## src/verilog/ppm_pkg.sv

```systemverilog
// Shared constants and types for the pin port and memory map block.
// Assumes a single 125 MHz clock domain and no register bus.
package ppm_pkg;

	// ==========================================================
	// Flat vector of all bidirectional port bits
	localparam int GP_W   = 34;
	localparam int P0_LSB = 0;
	localparam int P0_W   = 4;
	localparam int P1_LSB = 4;
	localparam int P1_W   = 2;
	localparam int P2_LSB = 6;
	localparam int P2_W   = 7;
	localparam int P3_LSB = 13;
	localparam int P3_W   = 4;
	localparam int P5_LSB = 17;
	localparam int P5_W   = 4;
	localparam int P7_LSB = 21;
	localparam int P7_W   = 3;
	localparam int P8_LSB = 24;
	localparam int P8_W   = 2;
	localparam int P9_LSB = 26;
	localparam int P9_W   = 8;
	localparam int P6_W   = 6;

	// ==========================================================
	// Shared-function bit positions inside the flat vector
	localparam int BIT_BUZ  = 7;
	localparam int BIT_SSEL = 8;
	localparam int BIT_SCK  = 9;
	localparam int BIT_SOUT = 10;
	localparam int BIT_SIN  = 11;
	localparam int BIT_WTO  = 12;
	localparam int BIT_IRQ0 = 13;
	localparam int BIT_CPT  = 13;
	localparam int BIT_TBIN = 14;
	localparam int BIT_TAO  = 14;
	localparam int BIT_TB0  = 15;
	localparam int BIT_TB1  = 16;
	localparam int ALT_W    = 6;
	localparam int IRQ_N    = 4;
	localparam int KR_N     = 4;

	// ==========================================================
	// Masks and reset values
	localparam logic [GP_W-1:0] P89_MASK   = 34'h3_FF00_0000;
	localparam logic [GP_W-1:0] P5_MASK    = 34'h0_001E_0000;
	localparam logic [GP_W-1:0] GP_DIR_RST = 34'h3_FFFF_FFFF;
	localparam logic [GP_W-1:0] GP_ZERO    = 34'h0_0000_0000;
	localparam logic [3:0]      P5_PU_DEF  = 4'h0;

	// ==========================================================
	// Display and memory map
	localparam int          SEG_SMALL       = 5;
	localparam int          SEG_LARGE       = 15;
	localparam int          COM_W           = 4;
	localparam int          ADDR_W          = 16;
	localparam logic [14:0] SEG_MASK_SMALL  = 15'h001F;
	localparam logic [14:0] SEG_MASK_LARGE  = 15'h7FFF;
	localparam logic [15:0] DISP_RAM_BASE   = 16'hFA00;
	localparam logic [15:0] DISP_LAST_SMALL = 16'hFA04;
	localparam logic [15:0] DISP_LAST_LARGE = 16'hFA0E;
	localparam logic [15:0] ROM_LAST_12K    = 16'h2FFF;
	localparam logic [15:0] ROM_LAST_16K    = 16'h3FFF;

	// Valid-edge selection of an external interrupt input
	typedef enum logic [1:0] {
		PPM_EDGE_OFF  = 2'h0,
		PPM_EDGE_RISE = 2'h1,
		PPM_EDGE_FALL = 2'h2,
		PPM_EDGE_BOTH = 2'h3
	} ppm_edge_t;

endpackage : ppm_pkg

```

## src/verilog/ppm_port.sv

```systemverilog
// Port pin logic: direction, pull-ups, shared functions, edge detection,
// segment drivers and memory map range decoding.
// Assumes control bits come from CPU-side logic on the same clock.
//
// How it works
// - Port zero has four bits, each direction set alone; also key-return inputs.
// - Port one has two bidirectional bits with separate directions, no shared use.
// - Port two has seven bits shared with buzzer, serial and wide timer.
// - Port three has four bits shared with interrupts, capture and timer pins.
// - Port five pull-ups come from a build option, not software.
// - Port six is six input bits, never driven.
// - Port seven has three bidirectional bits with per-bit direction.
// - Small-segment build adds port eight, two bidirectional bits.
// - Small-segment build adds port nine, eight bidirectional bits.
// - Software pull-up applies only when enabled and the bit is an input.
// - Each interrupt input detects rising, falling or both edges as selected.
// - Falling edges on enabled key-return inputs raise a key event.
// - Serial clock pin drives when serial master, is an input when serial slave, else follows direction.
// - Timer count input pulses on rising edges of its shared pin.
// - Segment outputs are driven from reset; five or fifteen per build.
// - Display memory ends at FA04 or FA0E depending on build.
// - Program memory ends at 2FFF or 3FFF depending on size.
`timescale 1ns/1ns
module ppm_port
	import ppm_pkg::*;
#(
	parameter bit         SMALL_SEG  = 1'b1,      // Five segments, ports 8 and 9
	parameter bit         ROM_16K    = 1'b1,      // Sixteen-kilobyte program memory
	parameter logic [3:0] P5_PULLUP  = 4'h0       // Build-time port five pull-ups
) (
	input  wire logic                     ref_clk_i,    // 125 MHz clock
	input  wire logic                     rst_i,        // Synchronous reset
	input  wire logic [ppm_pkg::GP_W-1:0] gp_latch_i,   // Output latch values
	input  wire logic [ppm_pkg::GP_W-1:0] gp_dir_i,     // 1 = input, 0 = output
	input  wire logic [ppm_pkg::GP_W-1:0] gp_puen_i,    // Software pull-up enables
	input  wire logic [ppm_pkg::GP_W-1:0] gp_pin_i,     // Pin levels in
	output logic      [ppm_pkg::GP_W-1:0] gp_pin_o,     // Pin levels out
	output logic      [ppm_pkg::GP_W-1:0] gp_oe_o,      // Pin drive enables
	output logic      [ppm_pkg::GP_W-1:0] gp_pu_o,      // Pull-up enables
	output logic      [ppm_pkg::GP_W-1:0] gp_rd_o,      // Port read data
	input  wire logic [ppm_pkg::P6_W-1:0] p6_pin_i,     // Input-only pins
	output logic      [ppm_pkg::P6_W-1:0] p6_rd_o,      // Input-only read data
	input  wire logic [ppm_pkg::ALT_W-1:0] alt_en_i,    // Shared output enables
	input  wire logic [ppm_pkg::ALT_W-1:0] alt_val_i,   // Shared output values
	input  wire logic                     ser_en_i,     // Serial unit active
	input  wire logic                     sck_master_i, // Serial clock is output
	input  wire logic                     sck_out_i,    // Serial clock to drive
	output logic                          sck_in_o,     // Serial clock from pin
	output logic                          ssel_in_o,    // Serial select from pin
	output logic                          sin_o,        // Serial data from pin
	output logic                          cpt_o,        // Capture trigger level
	input  wire logic [7:0]               irq_mode_i,   // Two edge bits per input
	output logic      [ppm_pkg::IRQ_N-1:0] ext_irq_o,   // Edge event pulses
	input  wire logic [ppm_pkg::KR_N-1:0] kr_en_i,      // Key-return enables
	output logic                          kr_irq_o,     // Key-return pulse
	input  wire logic                     tb_cnt_en_i,  // Count input enabled
	output logic                          tb_count_o,   // Count pulse to timer
	input  wire logic [14:0]              seg_data_i,   // Segment drive values
	input  wire logic [ppm_pkg::COM_W-1:0] com_data_i,  // Common drive values
	output logic      [14:0]              seg_o,        // Segment outputs
	output logic      [ppm_pkg::COM_W-1:0] com_o,       // Common outputs
	input  wire logic [ppm_pkg::ADDR_W-1:0] addr_i,     // CPU address
	output logic                          rom_hit_o,    // Address in program memory
	output logic                          disp_hit_o    // Address in display memory
);

	import ppm_pkg::*;

	// ==========================================================
	// Edge classification shared by interrupt and count inputs
	function automatic logic ppm_edge_hit(input ppm_edge_t m, input logic cur,
		input logic prev);
		logic hit;
		hit = 1'b0;
		unique case (m)
			PPM_EDGE_OFF:  hit = 1'b0;
			PPM_EDGE_RISE: hit = cur & ~prev;
			PPM_EDGE_FALL: hit = ~cur & prev;
			PPM_EDGE_BOTH: hit = cur ^ prev;
		endcase
		return hit;
	endfunction : ppm_edge_hit

	// ==========================================================
	// Pin synchronisers
	logic [GP_W+P6_W-1:0] all_sync;
	logic [GP_W-1:0]      gp_cur;
	logic [P6_W-1:0]      p6_cur;

	ppm_sync2 #(.W(GP_W + P6_W)) u_sync (
		.ref_clk_i (ref_clk_i),
		.rst_i     (rst_i),
		.async_i   ({p6_pin_i, gp_pin_i}),
		.sync_o    (all_sync)
	);

	assign gp_cur = all_sync[GP_W-1:0];
	assign p6_cur = all_sync[GP_W+P6_W-1:GP_W];

	// ==========================================================
	// Present bits, shared outputs and serial clock steering
	logic [GP_W-1:0] present;
	logic [GP_W-1:0] alt_en_vec;
	logic [GP_W-1:0] alt_val_vec;
	logic [GP_W-1:0] sck_bit;
	logic            sck_drive;
	logic            sck_slave;

	assign present   = SMALL_SEG ? GP_DIR_RST : ~P89_MASK;
	assign sck_drive = ser_en_i & sck_master_i;
	assign sck_slave = ser_en_i & ~sck_master_i;
	assign sck_bit   = GP_ZERO | (34'h1 << BIT_SCK);

	// Shared outputs placed on their pins
	always_comb begin
		alt_en_vec           = GP_ZERO;
		alt_val_vec          = GP_ZERO;
		alt_en_vec[BIT_BUZ]  = alt_en_i[0];
		alt_val_vec[BIT_BUZ] = alt_val_i[0];
		alt_en_vec[BIT_SOUT] = alt_en_i[1];
		alt_val_vec[BIT_SOUT]= alt_val_i[1];
		alt_en_vec[BIT_WTO]  = alt_en_i[2];
		alt_val_vec[BIT_WTO] = alt_val_i[2];
		alt_en_vec[BIT_TAO]  = alt_en_i[3];
		alt_val_vec[BIT_TAO] = alt_val_i[3];
		alt_en_vec[BIT_TB0]  = alt_en_i[4];
		alt_val_vec[BIT_TB0] = alt_val_i[4];
		alt_en_vec[BIT_TB1]  = alt_en_i[5];
		alt_val_vec[BIT_TB1] = alt_val_i[5];
		alt_en_vec[BIT_SCK]  = sck_drive;
		alt_val_vec[BIT_SCK] = sck_out_i;
	end

	// ==========================================================
	// Next values for pin drive, pull-ups and read data
	logic [GP_W-1:0] oe_next;
	logic [GP_W-1:0] out_next;
	logic [GP_W-1:0] pu_sw;
	logic [GP_W-1:0] pu_fix;
	logic [GP_W-1:0] pu_next;
	logic [GP_W-1:0] rd_next;

	// Output bit drives unless it is a slave serial clock
	assign oe_next  = ((~gp_dir_i & present) & ~(sck_slave ? sck_bit : GP_ZERO))
		| (sck_drive ? sck_bit : GP_ZERO);
	assign out_next = ((alt_en_vec & alt_val_vec) | (~alt_en_vec & gp_latch_i))
		& oe_next;
	assign pu_sw    = gp_puen_i & ~P5_MASK;
	assign pu_fix   = GP_ZERO | ({30'h0, P5_PULLUP} << P5_LSB);
	assign pu_next  = (pu_sw | pu_fix) & ~oe_next & present;
	assign rd_next  = ((gp_dir_i & gp_cur) | (~gp_dir_i & gp_latch_i)) & present;

	// Drive and pull-up registers, all inputs after reset
	always_ff @(posedge ref_clk_i) begin
		if (rst_i) begin
			gp_oe_o  <= GP_ZERO;
			gp_pin_o <= GP_ZERO;
			gp_pu_o  <= GP_ZERO;
			gp_rd_o  <= GP_ZERO;
			p6_rd_o  <= '0;
		end else begin
			gp_oe_o  <= oe_next;
			gp_pin_o <= out_next;
			gp_pu_o  <= pu_next;
			gp_rd_o  <= rd_next;
			p6_rd_o  <= p6_cur;
		end
	end

	// ==========================================================
	// Edge detection for interrupts, key return and count input
	logic [GP_W-1:0]  gp_prev_reg;
	logic [2:0]       fill_reg;
	logic             fill_done;
	logic [IRQ_N-1:0] irq_next;
	logic             kr_next;
	logic             tb_next;

	for (genvar i = 0; i < IRQ_N; i++) begin : g_irq
		assign irq_next[i] = ppm_edge_hit(ppm_edge_t'(irq_mode_i[2*i +: 2]),
			gp_cur[BIT_IRQ0+i], gp_prev_reg[BIT_IRQ0+i]);
	end

	assign kr_next = |(kr_en_i & gp_prev_reg[P0_LSB +: KR_N]
		& ~gp_cur[P0_LSB +: KR_N]);
	assign tb_next = tb_cnt_en_i & ppm_edge_hit(PPM_EDGE_RISE,
		gp_cur[BIT_TBIN], gp_prev_reg[BIT_TBIN]);

	// No events until sync stages and previous sample hold real pin levels,
	// so a pin idling high gives no false edge after reset
	assign fill_done = fill_reg[2];

	// Event pulses and shared input levels
	always_ff @(posedge ref_clk_i) begin
		if (rst_i) begin
			gp_prev_reg <= GP_ZERO;
			fill_reg    <= 3'h0;
			ext_irq_o   <= '0;
			kr_irq_o    <= 1'b0;
			tb_count_o  <= 1'b0;
			sck_in_o    <= 1'b0;
			ssel_in_o   <= 1'b0;
			sin_o       <= 1'b0;
			cpt_o       <= 1'b0;
		end else begin
			gp_prev_reg <= gp_cur;
			fill_reg    <= {fill_reg[1:0], 1'b1};
			ext_irq_o   <= irq_next & {IRQ_N{fill_done}};
			kr_irq_o    <= kr_next & fill_done;
			tb_count_o  <= tb_next & fill_done;
			sck_in_o    <= gp_cur[BIT_SCK];
			ssel_in_o   <= gp_cur[BIT_SSEL];
			sin_o       <= gp_cur[BIT_SIN];
			cpt_o       <= gp_cur[BIT_CPT];
		end
	end

	// ==========================================================
	// Segment drivers and memory map decode
	logic [14:0] seg_mask;
	logic [15:0] disp_last;
	logic [15:0] rom_last;
	logic        rom_next;
	logic        disp_next;

	assign seg_mask  = SMALL_SEG ? SEG_MASK_SMALL : SEG_MASK_LARGE;
	assign disp_last = SMALL_SEG ? DISP_LAST_SMALL : DISP_LAST_LARGE;
	assign rom_last  = ROM_16K ? ROM_LAST_16K : ROM_LAST_12K;
	assign rom_next  = addr_i <= rom_last;
	assign disp_next = (addr_i >= DISP_RAM_BASE) && (addr_i <= disp_last);

	// Segments and commons stay driven, low while in reset
	always_ff @(posedge ref_clk_i) begin
		if (rst_i) begin
			seg_o      <= 15'h0000;
			com_o      <= '0;
			rom_hit_o  <= 1'b0;
			disp_hit_o <= 1'b0;
		end else begin
			seg_o      <= seg_data_i & seg_mask;
			com_o      <= com_data_i;
			rom_hit_o  <= rom_next;
			disp_hit_o <= disp_next;
		end
	end
endmodule : ppm_port

```

## src/verilog/ppm_sync2.sv

```systemverilog
// Two-flop synchroniser for a vector of pin levels.
// Assumes each bit is an independent level from outside the clock domain.
`timescale 1ns/1ns
module ppm_sync2 #(
	parameter int W = 8
) (
	input  wire logic         ref_clk_i, // System clock
	input  wire logic         rst_i,     // Synchronous reset, high
	input  wire logic [W-1:0] async_i,   // Raw pin levels
	output logic      [W-1:0] sync_o     // Synchronised levels
);

	logic [W-1:0] meta_reg;
	logic [W-1:0] sync_reg;

	// ==========================================================
	// First stage feeds the second stage only
	always_ff @(posedge ref_clk_i) begin
		if (rst_i) begin
			meta_reg <= '0;
			sync_reg <= '0;
		end else begin
			meta_reg <= async_i;
			sync_reg <= meta_reg;
		end
	end

	assign sync_o = sync_reg;

endmodule : ppm_sync2
```

## config.mk

```make
export PLATFORM = sky130hd
export DESIGN_NAME = ppm_port
export DESIGN_NICKNAME = d
export VERILOG_FILES = /design/src/verilog/ppm_pkg.sv /design/src/verilog/ppm_port.sv /design/src/verilog/ppm_sync2.sv
export SDC_FILE = /design/constraint.sdc
export NUM_CORES = 1
export LEC_CHECK = 0
export ABC_AREA = 1
export BUFFER_PORTS_ARGS = -buffer_cell sky130_fd_sc_hd__buf_4
export CORE_AREA = 2 2 146 148
export DETAILED_ROUTE_END_ITERATION = 10
export DIE_AREA = 0 0 148 150
export PLACE_DENSITY = 0.71
export SETUP_SLACK_MARGIN = 0.05
export SYNTH_ARGS = -nofsm -noshare
export SYNTH_HDL_FRONTEND = slang
export SYNTH_HIERARCHICAL = 1
export SYNTH_SLANG_ARGS = --single-unit
```

## constraint.sdc

```tcl
create_clock -name ref_clk_i -period 1.9 [get_ports ref_clk_i]
set_clock_uncertainty 0.1 [all_clocks]
set_input_delay 0.285 -clock ref_clk_i [delete_from_list [all_inputs] [get_ports ref_clk_i]]
set_output_delay 0.285 -clock ref_clk_i [all_outputs]
set_load 0.02 [all_outputs]
```

==> key figures <==
Timing
  – Min Tclk post-route: 1.78 ns
  – Final Cycle Share: 93.9%
  – Final slew viol count: 0
  – RSZ-0062 raised after global routing: no
  – Peak Freq: 561 MHz
  – Final hold violations: 0
  – Fin Setup TNS: 0 ns
  – Final setup violation count: 0

Critical path
  – Worst Path Required: 2.24 ns
  – Worst path cell trace: dlygate4sd3_1 > buf_4 > or2_2 > dlygate4sd3_1 > nor2_1 > nand2_1 > nor2_1
  – Crit Path Class: in -> reg
  – Largest stage delay, worst path: 0.58 ns
  – Buf/Inv on CP: 3
  – Crit end category: flop
  – Worst Path Max Fanout: 1
  – Worst Path Arrival: 2.13 ns
  – Cell family with most CP delay: buffers and inverters
  – Critical Path Source Type: input pin
  – Critical-path top delay cell: dlygate4sd3_1

Synthesis
  – Sequential share of the synthesized area: 64.7%
  – EDFF count, synth: 0
  – Top FF cell, synth: dfxtp_1
  – Gate Count Post-Synth: 865
  – Leading area contributor after synthesis: dfxtp_1
  – Synth warn: 6
  – Synthesized area: 7700 um2
  – #FFs+latches synth: 249
  – Share of the synthesized area in the top cell type: 64.7%
  – FFs w/ async S/R, synth: 0%
  – Ranking of synthesized cells by area: dfxtp_1, nor2_1, inv_1
  – Cell variety after synth: 21
  – Avg Cell Area, Syn: 8.91 um2
  – Top cells by count, synth: dfxtp_1, nor2_1, inv_1, nand2_1, a21oi_1
  – Most frequent cell after synthesis: dfxtp_1

Power
  – Leakage power: 6.63 nW
  – Design Power: 12.2 mW
  – Worst vdd ir: 0.556 mV
  – Pwr Density: 925 nW/um2

Floorplan
  – Std-Cell Core Area: 20700 um2
  – Height of the die: 150 um
  – Die width: 148 um
  – Initial Util: 37.2%
  – Die footprint: 22200 um2
  – # rows: 53
  – IO Count: 380

Global route
  – GRT Total Usage: 19.9%
  – Largest net degree at the start of global routing: 92
  – Initial antenna violation count: 1
  – Gr ovfl total: 0
  – Global-route wire length before repair: 35300 um
  – Number of global-route vias before repair: 7344

CTS
  – Hold-fix buffers, CTS: 179
  – CTS Buf Count: 26
  – Worst-skew pair later-pin latency: 0.51 ns
  – Clock transition at the registers of the reported paths: 0.06 ns
  – Clock sink total: 249
  – Root Buffer: clkbuf_16
  – CTS H-Tree Depth: 1
  – Post-CTS sizing: 0
  – TritonCTS clock tree: built
  – Clock buffer depth: 3
  – Number of buffers added for setup after CTS: 0

Routing
  – DRT Wirelength: 23100 um
  – Drt drc: 0
  – DR vias: 7149
  – Vias per inst: 4.21
  – First-pass detailed-route iteration total: 4
  – Avg WL per Cell: 13.6 um
  – Drt initial violations: 168
  – Detail Route Antenna Nets: 0

Worst hold path
  – Hold Crit Class: in -> reg

Finish
  – Final net count: 1619
  – # fillers: 1516
  – Layout Area Growth over Synthesis: 70.8%
  – Share of cells above drive strength 1: 28.9%

Place
  – RD Place Congestion: 0.835
  – PortBufs: 351
  – Post-detail-place hpwl: 14100 um

Flow run
  – Max-cap violations: 0

Status
  – Status: finished, final reports clean
## cell type report
class                      instances  area (um2)  share of cell area, %
clock inverter                    16         170                   1.29
sequential                       249        4980                   37.9
inverter                         168         631                   4.79
clock buffer                      32         714                   5.43
timing repair buffer             537        4530                   34.4
antenna                            1        2.50                 0.0190
tap                              275         344                   2.61
multi-input combinational        422        1780                   13.5
## final timing paths
check	cells after the start	from	slack, ns	to
min	2	rst_i	0.01	ext_irq_o[2]$_SDFF_PP0_
min reg2reg	2	fill_reg[1]$_SDFF_PP0_	0.29	fill_reg[2]$_SDFF_PP0_
max reg2reg	4	u_sync/sync_o[14]$_SDFF_PP0_	0.52	gp_rd_o[14]$_SDFF_PP0_
max	7	addr_i[3]	0.12	disp_hit_o$_SDFF_PP0_
## layout by cell type, fill, tap and decap left out
master	count
buf_4	353
dfxtp_1	249
nor2_1	214
dlygate4sd3_1	179
inv_1	166
nand2_1	112
a21oi_1	35
clkbuf_16	27
nand3_1	18
conb_1	14
ha_1	8
clkinv_2	8
o21ai_0	7
buf_12	4
nand3b_1	3
or2_2	3
clkbuf_1	3
clkinvlp_4	3
bufinv_16	3
inv_2	2
nor2_4	2
inv_6	2
clkbuf_8	2
diode_2	1
nor2_2	1
o22a_1	1
a211oi_1	1
o21ai_1	1
o21a_1	1
nor3_1	1
buf_6	1
## cells by family (layout without fill, tap and decap cells)
group	after synthesis	after routing	synth area share, %
simple gates	354	354	18.0
compound gates	46	46	3.10
buf+inv	207	753	12.8
flops	249	249	64.7
other cells	1	15	0.0487
fa+ha+maj	8	8	1.30
## layer usage
layer,global-route usage (%),wire length [um]
met1,20.0,8450
met2,38.3,12000
met3,5.40,1820
met4,8.43,826
met5,0,0
## stage by stage
step           instance area (um2)  setup WS (ns)  util [%]  instances  hold WS (ns)
6_report                     13200          0.116      63.6       1700        0.0140
5_1_grt                      13200         0.0773      63.6       1700      0.000405
2_1_floorplan                 7750          0.648         -        878         0.257
3_3_place_gp                 10500          0.577      50.7       1472         0.289
4_1_cts                      13200          0.231      63.6       1699       0.00111
3_5_place_dp                 10500          0.569      50.7       1472         0.292
## power by group
| group | internal [mW] | total [mW] | switching (mW) |
|---|---|---|---|
| sequential | 5.46 | 5.53 | 0.0722 |
| combinational | 0.800 | 1.51 | 0.706 |
| clock | 3.10 | 5.14 | 2.04 |
| total | 9.35 | 12.2 | 2.82 |
Power figures use the tool's default switching activity.
